## src/ldbpa_pkg.sv

```systemverilog
package ldbpa_pkg;
  // ****************************************
  // Register map
  // ****************************************
  localparam logic [7:0] ADDR_BOOST_LEVEL = 8'h0d;
  localparam logic [7:0] ADDR_BOOST_RATE = 8'h0e;
  localparam logic [7:0] ADDR_PATTERN_CTRL = 8'h11;
  localparam logic [7:0] ADDR_GROUP1_SCALE = 8'h12;
  localparam logic [7:0] ADDR_GROUP2_SCALE = 8'h13;
  localparam logic [7:0] ADDR_AUDIO_CTRL1 = 8'h2a;
  localparam logic [7:0] ADDR_COLOUR_MODE = 8'h0b;
  localparam logic [7:0] ADDR_ADC_DATA = 8'h0c;

  // ****************************************
  // Reset values and codes
  // ****************************************
  localparam logic [7:0] RST_BOOST_LEVEL = 8'h3f;
  localparam logic [2:0] RST_BOOST_RATE = 3'h7;
  localparam logic [3:0] RST_PATTERN_CTRL = 4'h0;
  localparam logic [5:0] RST_SCALE = 6'h00;
  localparam logic [7:0] RST_AUDIO_CTRL1 = 8'h03;
  localparam logic [1:0] RST_COLOUR_MODE = 2'h0;
  localparam logic [1:0] ADC_SRC_SINGLE = 2'h0;
  localparam logic [1:0] ADC_SRC_NONE = 2'h3;
  localparam logic [7:0] RST_ADC_DATA = 8'h00;
  // Ones in RST_BOOST_LEVEL, for the registered step count
  localparam logic [3:0] RST_BOOST_STEPS = 4'h6;
  localparam logic [1:0] MODE_SPLIT_BLINK = 2'h1;
  localparam logic [1:0] MODE_SPLIT_AUDIO = 2'h2;
  localparam logic [1:0] MODE_ALL_AUDIO = 2'h3;

  // ****************************************
  // Field positions
  // ****************************************
  localparam int BIT_CURVE = 0;
  localparam int BIT_REPEAT = 1;
  localparam int BIT_RUN = 2;
  localparam int BIT_BLINK = 3;
  localparam int BIT_FOLLOW = 4;
  localparam int BIT_AGC = 3;
  localparam int BIT_SYNC = 2;

  typedef enum logic [1:0] {
    RATE_1M00,
    RATE_1M67,
    RATE_2M00
  } ldbpa_rate_type;

  typedef struct packed {
    logic [1:0] red;
    logic [1:0] green;
    logic [1:0] blue;
  } ldbpa_scale_type;

  typedef struct packed {
    logic [2:0] gain;
    logic followFreq;
    logic agcEnable;
    logic syncEnable;
    logic [1:0] adcSource;
  } ldbpa_audio_type;

  typedef struct packed {
    logic blinkEnable;
    logic runEnable;
    logic repeatEnable;
    logic curveSelect;
  } ldbpa_pattern_type;
endpackage

```

## src/ldbpa_regs.sv

```systemverilog
`timescale 1ns/1ps
module ldbpa_regs
  import ldbpa_pkg::*;
(
  input wire logic mclk,
  input wire logic resetn,
  input wire logic regWrite,
  input wire logic regRead,
  input wire logic [7:0] regAddr,
  input wire logic [7:0] regWdata,
  output logic [7:0] regRdata,
  input wire logic [7:0] adcSample,
  input wire logic adcSampleValid,
  output logic [7:0] boostLevel,
  output logic boostLevelValid,
  output ldbpa_rate_type boostRate,
  output logic [3:0] boostSteps,
  output ldbpa_pattern_type patternCtrl,
  output logic patternStart,
  output ldbpa_scale_type group1Scale,
  output ldbpa_scale_type group2Scale,
  output ldbpa_audio_type audioCtrl,
  output logic audioInputOn,
  output logic [1:0] colourMode,
  output logic group1Audio,
  output logic group2Audio,
  output logic group1Blink
);
  // ****************************************
  // Register state
  // ****************************************
  logic [7:0] boost_r, boost_nxt;
  logic [2:0] rate_r, rate_nxt;
  ldbpa_pattern_type pat_r, pat_nxt;
  ldbpa_scale_type g1_r, g1_nxt, g2_r, g2_nxt;
  ldbpa_audio_type aud_r, aud_nxt;
  logic [1:0] mode_r, mode_nxt;
  logic [7:0] adc_r, adc_nxt;
  logic [7:0] rdata_r, rdata_nxt;
  logic start_r, start_nxt;

  always_comb begin
    boost_nxt = boost_r;
    rate_nxt = rate_r;
    pat_nxt = pat_r;
    g1_nxt = g1_r;
    g2_nxt = g2_r;
    aud_nxt = aud_r;
    mode_nxt = mode_r;
    adc_nxt = adc_r;
    start_nxt = 1'b0;
    if (adcSampleValid) begin
      adc_nxt = adcSample;
    end
    if (regWrite) begin
      if (regAddr == ADDR_BOOST_LEVEL) begin
        boost_nxt = regWdata;
      end else if (regAddr == ADDR_BOOST_RATE) begin
        rate_nxt = regWdata[2:0];
      end else if (regAddr == ADDR_PATTERN_CTRL) begin
        pat_nxt = regWdata[3:0];
        // Only a rising run bit restarts at command one
        start_nxt = regWdata[BIT_RUN] && !pat_r.runEnable;
      end else if (regAddr == ADDR_GROUP1_SCALE) begin
        g1_nxt = regWdata[5:0];
      end else if (regAddr == ADDR_GROUP2_SCALE) begin
        g2_nxt = regWdata[5:0];
      end else if (regAddr == ADDR_AUDIO_CTRL1) begin
        aud_nxt = regWdata;
      end else if (regAddr == ADDR_COLOUR_MODE) begin
        mode_nxt = regWdata[1:0];
      end
    end
  end

  always_comb begin
    rdata_nxt = 8'h00;
    if (regRead) begin
      if (regAddr == ADDR_BOOST_LEVEL) begin
        rdata_nxt = boost_r;
      end else if (regAddr == ADDR_BOOST_RATE) begin
        rdata_nxt = {5'h00, rate_r};
      end else if (regAddr == ADDR_PATTERN_CTRL) begin
        rdata_nxt = {4'h0, pat_r};
      end else if (regAddr == ADDR_GROUP1_SCALE) begin
        rdata_nxt = {2'h0, g1_r};
      end else if (regAddr == ADDR_GROUP2_SCALE) begin
        rdata_nxt = {2'h0, g2_r};
      end else if (regAddr == ADDR_AUDIO_CTRL1) begin
        rdata_nxt = aud_r;
      end else if (regAddr == ADDR_COLOUR_MODE) begin
        rdata_nxt = {6'h00, mode_r};
      end else if (regAddr == ADDR_ADC_DATA) begin
        rdata_nxt = adc_r;
      end
    end
  end

  always_ff @(posedge mclk or negedge resetn) begin
    if (!resetn) begin
      boost_r <= RST_BOOST_LEVEL;
      rate_r <= RST_BOOST_RATE;
      pat_r <= RST_PATTERN_CTRL;
      g1_r <= RST_SCALE;
      g2_r <= RST_SCALE;
      aud_r <= RST_AUDIO_CTRL1;
      mode_r <= RST_COLOUR_MODE;
      adc_r <= RST_ADC_DATA;
      rdata_r <= 8'h00;
      start_r <= 1'b0;
    end else begin
      boost_r <= boost_nxt;
      rate_r <= rate_nxt;
      pat_r <= pat_nxt;
      g1_r <= g1_nxt;
      g2_r <= g2_nxt;
      aud_r <= aud_nxt;
      mode_r <= mode_nxt;
      adc_r <= adc_nxt;
      rdata_r <= rdata_nxt;
      start_r <= start_nxt;
    end
  end

  // ****************************************
  // Decoded controls
  // ****************************************
  function automatic logic [3:0] countOnes(input logic [7:0] v);
    logic [3:0] n;
    n = 4'h0;
    for (int i = 0; i < 8; i++) begin
      n = n + {3'h0, v[i]};
    end
    return n;
  endfunction

  // Decodes register from next values, so they move on the same edge as their source
  ldbpa_rate_type rateDec_r, rateDec_nxt;
  logic [3:0] steps_r, steps_nxt;
  logic levelOk_r, levelOk_nxt;
  logic audioOn_r, audioOn_nxt;
  logic g1Audio_r, g1Audio_nxt;
  logic g2Audio_r, g2Audio_nxt;
  logic g1Blink_r, g1Blink_nxt;

  always_comb begin
    // Upper bits decide; the lowest bit never matters
    if (rate_nxt[2]) begin
      rateDec_nxt = RATE_2M00;
    end else if (rate_nxt[1]) begin
      rateDec_nxt = RATE_1M67;
    end else begin
      rateDec_nxt = RATE_1M00;
    end
    // Non-thermometer codes are flagged, not corrected
    levelOk_nxt = ((boost_nxt & (boost_nxt + 8'h01)) == 8'h00);
    steps_nxt = countOnes(boost_nxt);
    audioOn_nxt = aud_nxt.syncEnable && (aud_nxt.adcSource == ADC_SRC_SINGLE);
    g1Audio_nxt = (mode_nxt == MODE_ALL_AUDIO);
    g2Audio_nxt = (mode_nxt == MODE_SPLIT_AUDIO) || (mode_nxt == MODE_ALL_AUDIO);
    g1Blink_nxt = (mode_nxt == MODE_SPLIT_BLINK) && pat_nxt.blinkEnable;
  end

  always_ff @(posedge mclk or negedge resetn) begin
    if (!resetn) begin
      // Must agree with the reset codes held in the registers above
      rateDec_r <= RATE_2M00;
      steps_r <= RST_BOOST_STEPS;
      levelOk_r <= 1'b1;
      audioOn_r <= 1'b0;
      g1Audio_r <= 1'b0;
      g2Audio_r <= 1'b0;
      g1Blink_r <= 1'b0;
    end else begin
      rateDec_r <= rateDec_nxt;
      steps_r <= steps_nxt;
      levelOk_r <= levelOk_nxt;
      audioOn_r <= audioOn_nxt;
      g1Audio_r <= g1Audio_nxt;
      g2Audio_r <= g2Audio_nxt;
      g1Blink_r <= g1Blink_nxt;
    end
  end

  assign boostRate = rateDec_r;
  assign boostLevelValid = levelOk_r;
  assign boostSteps = steps_r;
  assign boostLevel = boost_r;
  assign patternCtrl = pat_r;
  assign patternStart = start_r;
  assign group1Scale = g1_r;
  assign group2Scale = g2_r;
  assign audioCtrl = aud_r;
  assign audioInputOn = audioOn_r;
  assign colourMode = mode_r;
  assign group1Audio = g1Audio_r;
  assign group2Audio = g2Audio_r;
  assign group1Blink = g1Blink_r;
  assign regRdata = rdata_r;

  // ****************************************
  // Checks
  // ****************************************
  reset_values_a: assert property (@(posedge mclk) $rose(resetn) |->
    boost_r == RST_BOOST_LEVEL && aud_r.adcSource == ADC_SRC_NONE && rate_r == RST_BOOST_RATE)
    else $error("reset values wrong");
  reset_decode_a: assert property (@(posedge mclk) $rose(resetn) |->
    boostSteps == RST_BOOST_STEPS && boostRate == RATE_2M00 && !audioInputOn)
    else $error("reset decode wrong");
  boost_write_a: assert property (@(posedge mclk) disable iff (!resetn)
    regWrite && regAddr == ADDR_BOOST_LEVEL |=> boostLevel == $past(regWdata))
    else $error("boost write lost");
  thermo_steps_a: assert property (@(posedge mclk) disable iff (!resetn)
    boostLevelValid |-> boostLevel == 8'((9'h001 << boostSteps) - 9'h001))
    else $error("boost step count wrong");
  rate_decode_a: assert property (@(posedge mclk) disable iff (!resetn)
    rate_r[2] |-> boostRate == RATE_2M00)
    else $error("rate decode wrong");
  rate_mid_a: assert property (@(posedge mclk) disable iff (!resetn)
    !rate_r[2] && rate_r[1] |-> boostRate == RATE_1M67)
    else $error("middle rate decode wrong");
  rate_low_a: assert property (@(posedge mclk) disable iff (!resetn)
    rate_r[2:1] == 2'h0 |-> boostRate == RATE_1M00)
    else $error("low rate decode wrong");
  run_start_a: assert property (@(posedge mclk) disable iff (!resetn)
    regWrite && regAddr == ADDR_PATTERN_CTRL && regWdata[BIT_RUN] && !pat_r.runEnable
    |=> patternStart ##1 !patternStart)
    else $error("start pulse wrong");
  start_rise_a: assert property (@(posedge mclk) disable iff (!resetn)
    patternStart |-> patternCtrl.runEnable && !$past(patternCtrl.runEnable))
    else $error("start without rising run bit");
  pattern_write_a: assert property (@(posedge mclk) disable iff (!resetn)
    regWrite && regAddr == ADDR_PATTERN_CTRL |=> patternCtrl == $past(regWdata[3:0]))
    else $error("pattern write lost");
  scale_one_a: assert property (@(posedge mclk) disable iff (!resetn)
    regWrite && regAddr == ADDR_GROUP1_SCALE |=> group1Scale == $past(regWdata[5:0]))
    else $error("group one scale lost");
  scale_two_a: assert property (@(posedge mclk) disable iff (!resetn)
    regWrite && regAddr == ADDR_GROUP2_SCALE |=> group2Scale == $past(regWdata[5:0]))
    else $error("group two scale lost");
  audio_write_a: assert property (@(posedge mclk) disable iff (!resetn)
    regWrite && regAddr == ADDR_AUDIO_CTRL1 |=> audioCtrl.gain == $past(regWdata[7:5]))
    else $error("gain write lost");
  follow_write_a: assert property (@(posedge mclk) disable iff (!resetn)
    regWrite && regAddr == ADDR_AUDIO_CTRL1 |=>
    {audioCtrl.followFreq, audioCtrl.agcEnable, audioCtrl.syncEnable} ==
    $past(regWdata[BIT_FOLLOW:BIT_SYNC]))
    else $error("audio enables lost");
  audio_source_a: assert property (@(posedge mclk) disable iff (!resetn)
    audioInputOn |-> audioCtrl.syncEnable && audioCtrl.adcSource == ADC_SRC_SINGLE)
    else $error("audio input on wrongly");
  adc_readback_a: assert property (@(posedge mclk) disable iff (!resetn)
    adcSampleValid ##1 !adcSampleValid ##1
    (regRead && regAddr == ADDR_ADC_DATA && !adcSampleValid)
    |=> regRdata == $past(adcSample, 3))
    else $error("adc readback wrong");
  adc_hold_a: assert property (@(posedge mclk) disable iff (!resetn)
    regWrite && regAddr == ADDR_ADC_DATA && !adcSampleValid |=> adc_r == $past(adc_r))
    else $error("adc data overwritten");
  reserved_zero_a: assert property (@(posedge mclk) disable iff (!resetn)
    $past(regRead) && $past(regAddr) == ADDR_GROUP1_SCALE |-> regRdata[7:6] == 2'h0)
    else $error("reserved bits set");
  reserved_rate_a: assert property (@(posedge mclk) disable iff (!resetn)
    $past(regRead) && $past(regAddr) == ADDR_BOOST_RATE |-> regRdata[7:3] == 5'h00)
    else $error("rate reserved bits set");
  rdata_idle_a: assert property (@(posedge mclk) disable iff (!resetn)
    !$past(regRead) |-> regRdata == 8'h00)
    else $error("read data not cleared");
  mode_audio_a: assert property (@(posedge mclk) disable iff (!resetn)
    group1Audio |-> group2Audio)
    else $error("colour mode wrong");
  group2_audio_a: assert property (@(posedge mclk) disable iff (!resetn)
    group2Audio |-> colourMode == MODE_SPLIT_AUDIO || colourMode == MODE_ALL_AUDIO)
    else $error("group two audio wrong");
  blink_mode_a: assert property (@(posedge mclk) disable iff (!resetn)
    group1Blink |-> colourMode == MODE_SPLIT_BLINK && patternCtrl.blinkEnable)
    else $error("blink select wrong");

  // ****************************************
  // Cover points
  // ****************************************
  cover_start_c: cover property (@(posedge mclk) disable iff (!resetn) patternStart);
  cover_freq_c: cover property (@(posedge mclk) disable iff (!resetn) boostRate == RATE_1M67);
  cover_audio_c: cover property (@(posedge mclk) disable iff (!resetn) audioInputOn);
  cover_blink_c: cover property (@(posedge mclk) disable iff (!resetn) group1Blink);
  cover_adc_c: cover property (@(posedge mclk) disable iff (!resetn)
    adcSampleValid ##2 (regRead && regAddr == ADDR_ADC_DATA));
endmodule

```

## config.mk

```make
export PLATFORM = sky130hd
export DESIGN_NAME = ldbpa_regs
export DESIGN_NICKNAME = d
export VERILOG_FILES = /design/src/ldbpa_pkg.sv /design/src/ldbpa_regs.sv
export SDC_FILE = /design/constraint.sdc
export NUM_CORES = 1
export LEC_CHECK = 0
export CAP_MARGIN = 25
export CORE_ASPECT_RATIO = 1.1
export CORE_MARGIN = 5
export CORE_UTILIZATION = 50
export CTS_CLUSTER_DIAMETER = 120
export DETAILED_ROUTE_END_ITERATION = 7
export DONT_BUFFER_PORTS = 1
export SKIP_LAST_GASP = 1
export SLEW_MARGIN = 5
export SYNTH_ARGS = -nofsm -noshare
export SYNTH_HDL_FRONTEND = slang
export SYNTH_SLANG_ARGS = --single-unit
```

## constraint.sdc

```tcl
create_clock -name mclk -period 3.9 [get_ports mclk]
set_clock_uncertainty 0.05 [all_clocks]
set_input_delay 0.39 -clock mclk [delete_from_list [all_inputs] [get_ports mclk]]
set_output_delay 0.39 -clock mclk [all_outputs]
set_load 0.05 [all_outputs]
```

---- After elaboration in Yosys (flattened, before gate mapping) ----
Index checks and enable logic that the tools add are counted.
word-level totals
  register bits after elaboration ......... 65
  output and inout bits ................... 54
operators by class
  add/sub/neg operators ................... 8
  equality and inequality tests ........... 11
  multiplexer cells ....................... 39
  bitwise logic cells ..................... 6
  reductions and logical operators ........ 12
operator list
  cell                 count
  $mux 8               11
  $eq 8x4->1 const B   4
  $mux 3               10
  $eq 8x5->1 const B   3
  $mux 2               9
  $add 4x1->4          4
  $mux 4               4
  $add 8x1->8 const B  1
  $and 8x8->8          1
  $eq 8x6->1 const B   1
  $logic_not 8->1      1
  $reduce_and 7->1     1
  $reduce_and 6->1     1
  $mux 1               5
  $not 1->1            5
  $reduce_and 5->1     1
  $add 3x1->4          1
  $eq 2x2->1 const B   2
  $reduce_and 4->1     1
  $add 2x1->3          1
  $logic_and 1x1->1    3
  $reduce_and 3->1     1
  $add 1x1->2          1
  $eq 2x1->1 const B   1
  3 further kinds      3

---- Logic depth before layout (Yosys ltp) ----
  word-level depth ........................ 11
  depth in mapped cells ................... 14

---- Least setup slack after synthesis ----
No wires, ideal clock.
  path kind ............................... input to register
  start ................................... in regAddr[2]
  end ..................................... reg steps_r[2] (netlist: boostSteps[2])
  stages .................................. 14
  arrival time ............................ 3,709 ps
  setup time .............................. 75 ps
  slack ................................... 66 ps
  data required time ...................... 3,775 ps
  cells stage by stage .................... clkbuf_2 -> nor4bb_1 -> buf_2 -> nand3_1 -> buf_2 -> mux2i_1 -> fa_1 -> fa_1 -> fa_1 -> inv_1 -> ha_1 -> inv_1 -> fa_1 -> xnor2_1
on the way
  longest elaborated chain between the ends .. 10
ends and longest elaborated chain
  what                       RTL line           source
  start: declaration         ldbpa_regs.sv:9    input wire logic [7:0] regAddr,
  $eq 8x4->1 (*)             ldbpa_regs.sv:56   if (regAddr == ADDR_BOOST_LEVEL) begin
  $mux 8 (*)                 ldbpa_regs.sv:56
  $mux 8 (*)                 ldbpa_regs.sv:55   if (regWrite) begin
  $add 1x1->2                ldbpa_regs.sv:132  n = n + {3'h0, v[i]};
  $add 2x1->3                ldbpa_regs.sv:132
  $add 3x1->4                ldbpa_regs.sv:132
  $add 4x1->4 (3 in series)  ldbpa_regs.sv:132
  $add 4x1->4 (*)            ldbpa_regs.sv:132
  via steps_nxt[2]           ldbpa_regs.sv:139  logic [3:0] steps_r, steps_nxt;
  end signal: assignment     ldbpa_regs.sv:176  steps_r <= steps_nxt;
  end: declaration           ldbpa_regs.sv:139
Mark *: on every way through the listed nets, which the timed path passes. The rest lies on a longest branch.
A chain may end at the register's enable or synchronous reset.

---- Worst setup path in the final report ----
  start ................................... in regAddr[5]
  end ..................................... reg steps_r[2] (netlist: boostSteps[2])
The elaborated chain is that of the path after synthesis.

==> flow_summary_export.csv <==
group,metric,value,unit
logic_synthesis,syn_avg_cell_area,11.6,um2
grt,grt_pass1_wl,13300,um
cells_and_area,final_net_count,313,
cells_and_area,final_core_util,56.7,%
setup_path,max_stage_delay,0.51,ns
timing,totalNegativeSetupSlack,0,ns
setup_path,path_max_fanout,11,
cells_and_area,area_delta_synth_final,9.61,%
setup_path,worstReg2RegStart,"boostLevel[0]$_DFF_PN1_",
place,place_congestion,0.912,
floorplanning,dieHeight,93.9,um
place,dpl.hpwl,6260,um
grt,grt_util_all_layers,21.9,%
setup_path,critical_path_arrival,3.72,ns
route,vias_per_cell,6.18,
power_and_ir_drop,powerDensity,447,nW/um2
grt,antenna_found_initial,0,
clock_network,cts_made_buffers,9,
floorplanning,start_util,51.7,%
logic_synthesis,synth_cell_types,55,
timing,hold_viol_final,0,
logic_synthesis,postSynthCellCount,275,
route,vias,2223,
timing,timing.slew.headroom,34.0,%
outcome,outcome,"finished, final reports clean",
route,drc,0,
cells_and_area,layout_commonest_cell,"dfrtp_1",
route,dr.first_iter.drc_count,120,
timing,fmax,0.285,GHz
setup_path,start_kind,"input port",
logic_synthesis,synth_edf_count,0,
cells_and_area,n_antenna_cell,0,
route,wl,8350,um
power_and_ir_drop,power,1570,uW
floorplanning,coreArea,6190,um2
clock_network,cts_root_buffer,"clkbuf_8",
setup_path,worst-r2r-setup-slack,0.51,ns
cells_and_area,most-common-layout-cells,"dfrtp_1, mux2_2, inv_1, nand2_1, o21ai_0",
grt,gr-total-overflow,0,
clock_network,clock_latency,0.34,ns
min_path,hold_start,"regWdata[0]",
timing,finalCritPeriodShare,90.0,%
logic_synthesis,syn_area,3200,um2
power_and_ir_drop,ir_drop,0.296,mV
logic_synthesis,synth_seq_cells,63,
setup_path,slowest_stage,"fa_1",
timing,min_period,3.51,ns
timing,slew_violations,0,
route,routedWlPerCell,23.2,um
power_and_ir_drop,p_leak,0.00158,uW
min_path,hold_end,"audioInputOn$_DFF_PN0_",
timing,rsz0062_at_grt,"no",
setup_path,r2r_cells,10,
route,drt_first_pass_iters,4,
flow_run,drv_cap,0,
floorplanning,die_area,8110,um2
clock_network,path_clk_slew,0.07,ns
route,drt.antenna.violating_nets,0,
logic_synthesis,seq_area_frac_synth,49.8,%
clock_network,cts_sinks,63,
timing,setup_viol,0,
cells_and_area,drive_above_1_share,27.9,%
setup_path,crit_type,"input port to flip-flop",
logic_synthesis,synth-async-reset-ratio,100,%
setup_path,cpMostUsedCell,"fa_1",
min_path,hp-class,"input port to flip-flop",
floorplanning,ios,83,
logic_synthesis,ys.flop_type,"dfrtp_1",
setup_path,cp-end-kind,"flip-flop",
floorplanning,die_w,86.3,um
floorplanning,rows,30,
clock_network,cts_tree,"done",
logic_synthesis,synth_nets,313,
grt,grt_pass1_vias,2368,
setup_path,required,4.11,ns
place,portBuffers,0,
grt,grt_max_degree,64,
timing,worst_slew_pin_slew,0.991,ns
logic_synthesis,yosys_warnings,0,
setup_path,crit_chain,"nor4bb_1 -> nand3_1 -> buf_4 -> mux2i_1 -> fa_1 -> fa_1 -> fa_1 -> inv_1 -> ha_1 -> inv_1 -> fa_1 -> xnor2_1",
setup_path,r2r_end,"boostSteps[2]$_DFF_PN1_",
min_path,min_path_cells,1,
clock_network,cts_buffer_depth,2,
clock_network,h-tree-depth,3,
[metal layers]
metal  routed length (um)  global-route usage (%)  share of wire, %
met2                 4190                    36.1                50
met1                 3300                    27.2                40
met5                    0                       0                 0
met4                   82                    5.45              0.98
met3                  770                    7.98               9.2
[cell usage after synthesis, types with 2 or more instances]
master	n	area share, %
a211o_1	2	0.55
a21oi_1	10	1.6
a222oi_1	2	0.63
a22oi_1	4	0.94
a2bb2oi_1	3	0.82
a311o_1	2	0.63
a31o_2	2	0.55
a31oi_1	3	0.59
a32o_1	2	0.63
and2_1	4	0.78
buf_2	4	0.63
buf_4	2	0.47
clkbuf_1	8	0.94
clkbuf_2	2	0.31
dfrtp_1	49	38
dfstp_2	14	11
fa_1	4	2.5
ha_1	5	2.0
inv_1	18	2.1
mux2_2	33	12
mux2i_1	5	1.6
nand2_1	16	1.9
nand2b_1	2	0.39
nand3_1	6	0.94
nand3b_1	3	0.70
nand4_1	6	1.2
nor2_1	5	0.59
nor2b_1	3	0.59
nor3b_1	2	0.47
nor4b_2	2	0.94
nor4b_4	2	1.5
nor4bb_1	3	0.94
o21ai_0	16	2.5
o22ai_1	4	0.78
o2bb2ai_1	4	1.1
or3_1	3	0.59
xnor2_1	2	0.55
[per-stage QoR]
stage	setup slack, ns	hold slack [ns]	cell area [um2]	std cells
2_1_floorplan	0.0658	0.0444	3200	275
3_3_place_gp	0.159	0.0462	3250	342
3_5_place_dp	0.0457	0.0464	3250	342
4_1_cts	0.405	0.104	3510	360
5_1_grt	0.190	0.0954	3510	360
6_report	0.389	0.118	3510	360
[report_power, final]
part / leakage [uW] / internal, uW / total, uW / switching (uW)
sequential: 0.000805 / 696 / 827 / 131
combinational: 0.000667 / 52.2 / 104 / 52.0
clock: 0.000110 / 378 / 637 / 259
[critical path: cells and delay by family]
| kind | cells | cell delay [ns] |
|---|---|---|
| simple gates | 2 | 0.61 |
| mux | 1 | 0.28 |
| xor+xnor | 1 | 0.17 |
| fa+ha+maj | 5 | 1.91 |
| buf+inv | 3 | 0.35 |
[logic make-up (layout without fill, tap and decap cells)]
kind of cell / Yosys count / after routing / synth area share (%)
buf+inv: 34 / 39 / 4.45
simple gates: 69 / 69 / 14.8
fa+ha+maj: 9 / 9 / 4.45
mux: 38 / 38 / 13.2
flops: 63 / 63 / 49.8
xor+xnor: 2 / 2 / 0.547
compound gates: 60 / 60 / 12.9
[repair_timing]
action | 4_1_cts | 5_1_grt
endpoints found under the hold margin | 63 | 0
resized for setup | 0 | 0
setup endpoints to repair | 0 | 0
hold buffers | 2 | 0
buffers inserted | 0 | 0
[sequential cells by signal, summed over array words and instances, names as in the netlist, 3 cells and up]
name         flops
adc_r            8
audioCtrl        8
boostLevel       8
regRdata         8
group1Scale      6
group2Scale      6
boostSteps       4
patternCtrl      4
rate_r           3
[final cells by class]
type                       count  area [um2]
fill                         540        2680
clock inverter                 5        81.3
tap                           80         100
clock buffer                  11         141
inverter                      18        67.6
multi-input combinational    178        1470
timing repair buffer           5        60.1
sequential                    63        1590
[how the worst max path moves through the flow]
stage                              end  cells after the start       start  slack, ns
3_5_place_dp   boostSteps[2]$_DFF_PN1_                     12  regAddr[5]       0.05
4_1_cts        boostSteps[2]$_DFF_PN1_                     12  regAddr[5]       0.41
6_report       boostSteps[2]$_DFF_PN1_                     12  regAddr[5]       0.39
2_1_floorplan  boostSteps[2]$_DFF_PN1_                     14  regAddr[2]       0.07
5_1_grt        boostSteps[2]$_DFF_PN1_                     12  regAddr[5]       0.19
3_3_place_gp   boostSteps[2]$_DFF_PN1_                     12  regAddr[5]       0.16
(Power assumes the default switching activity.)
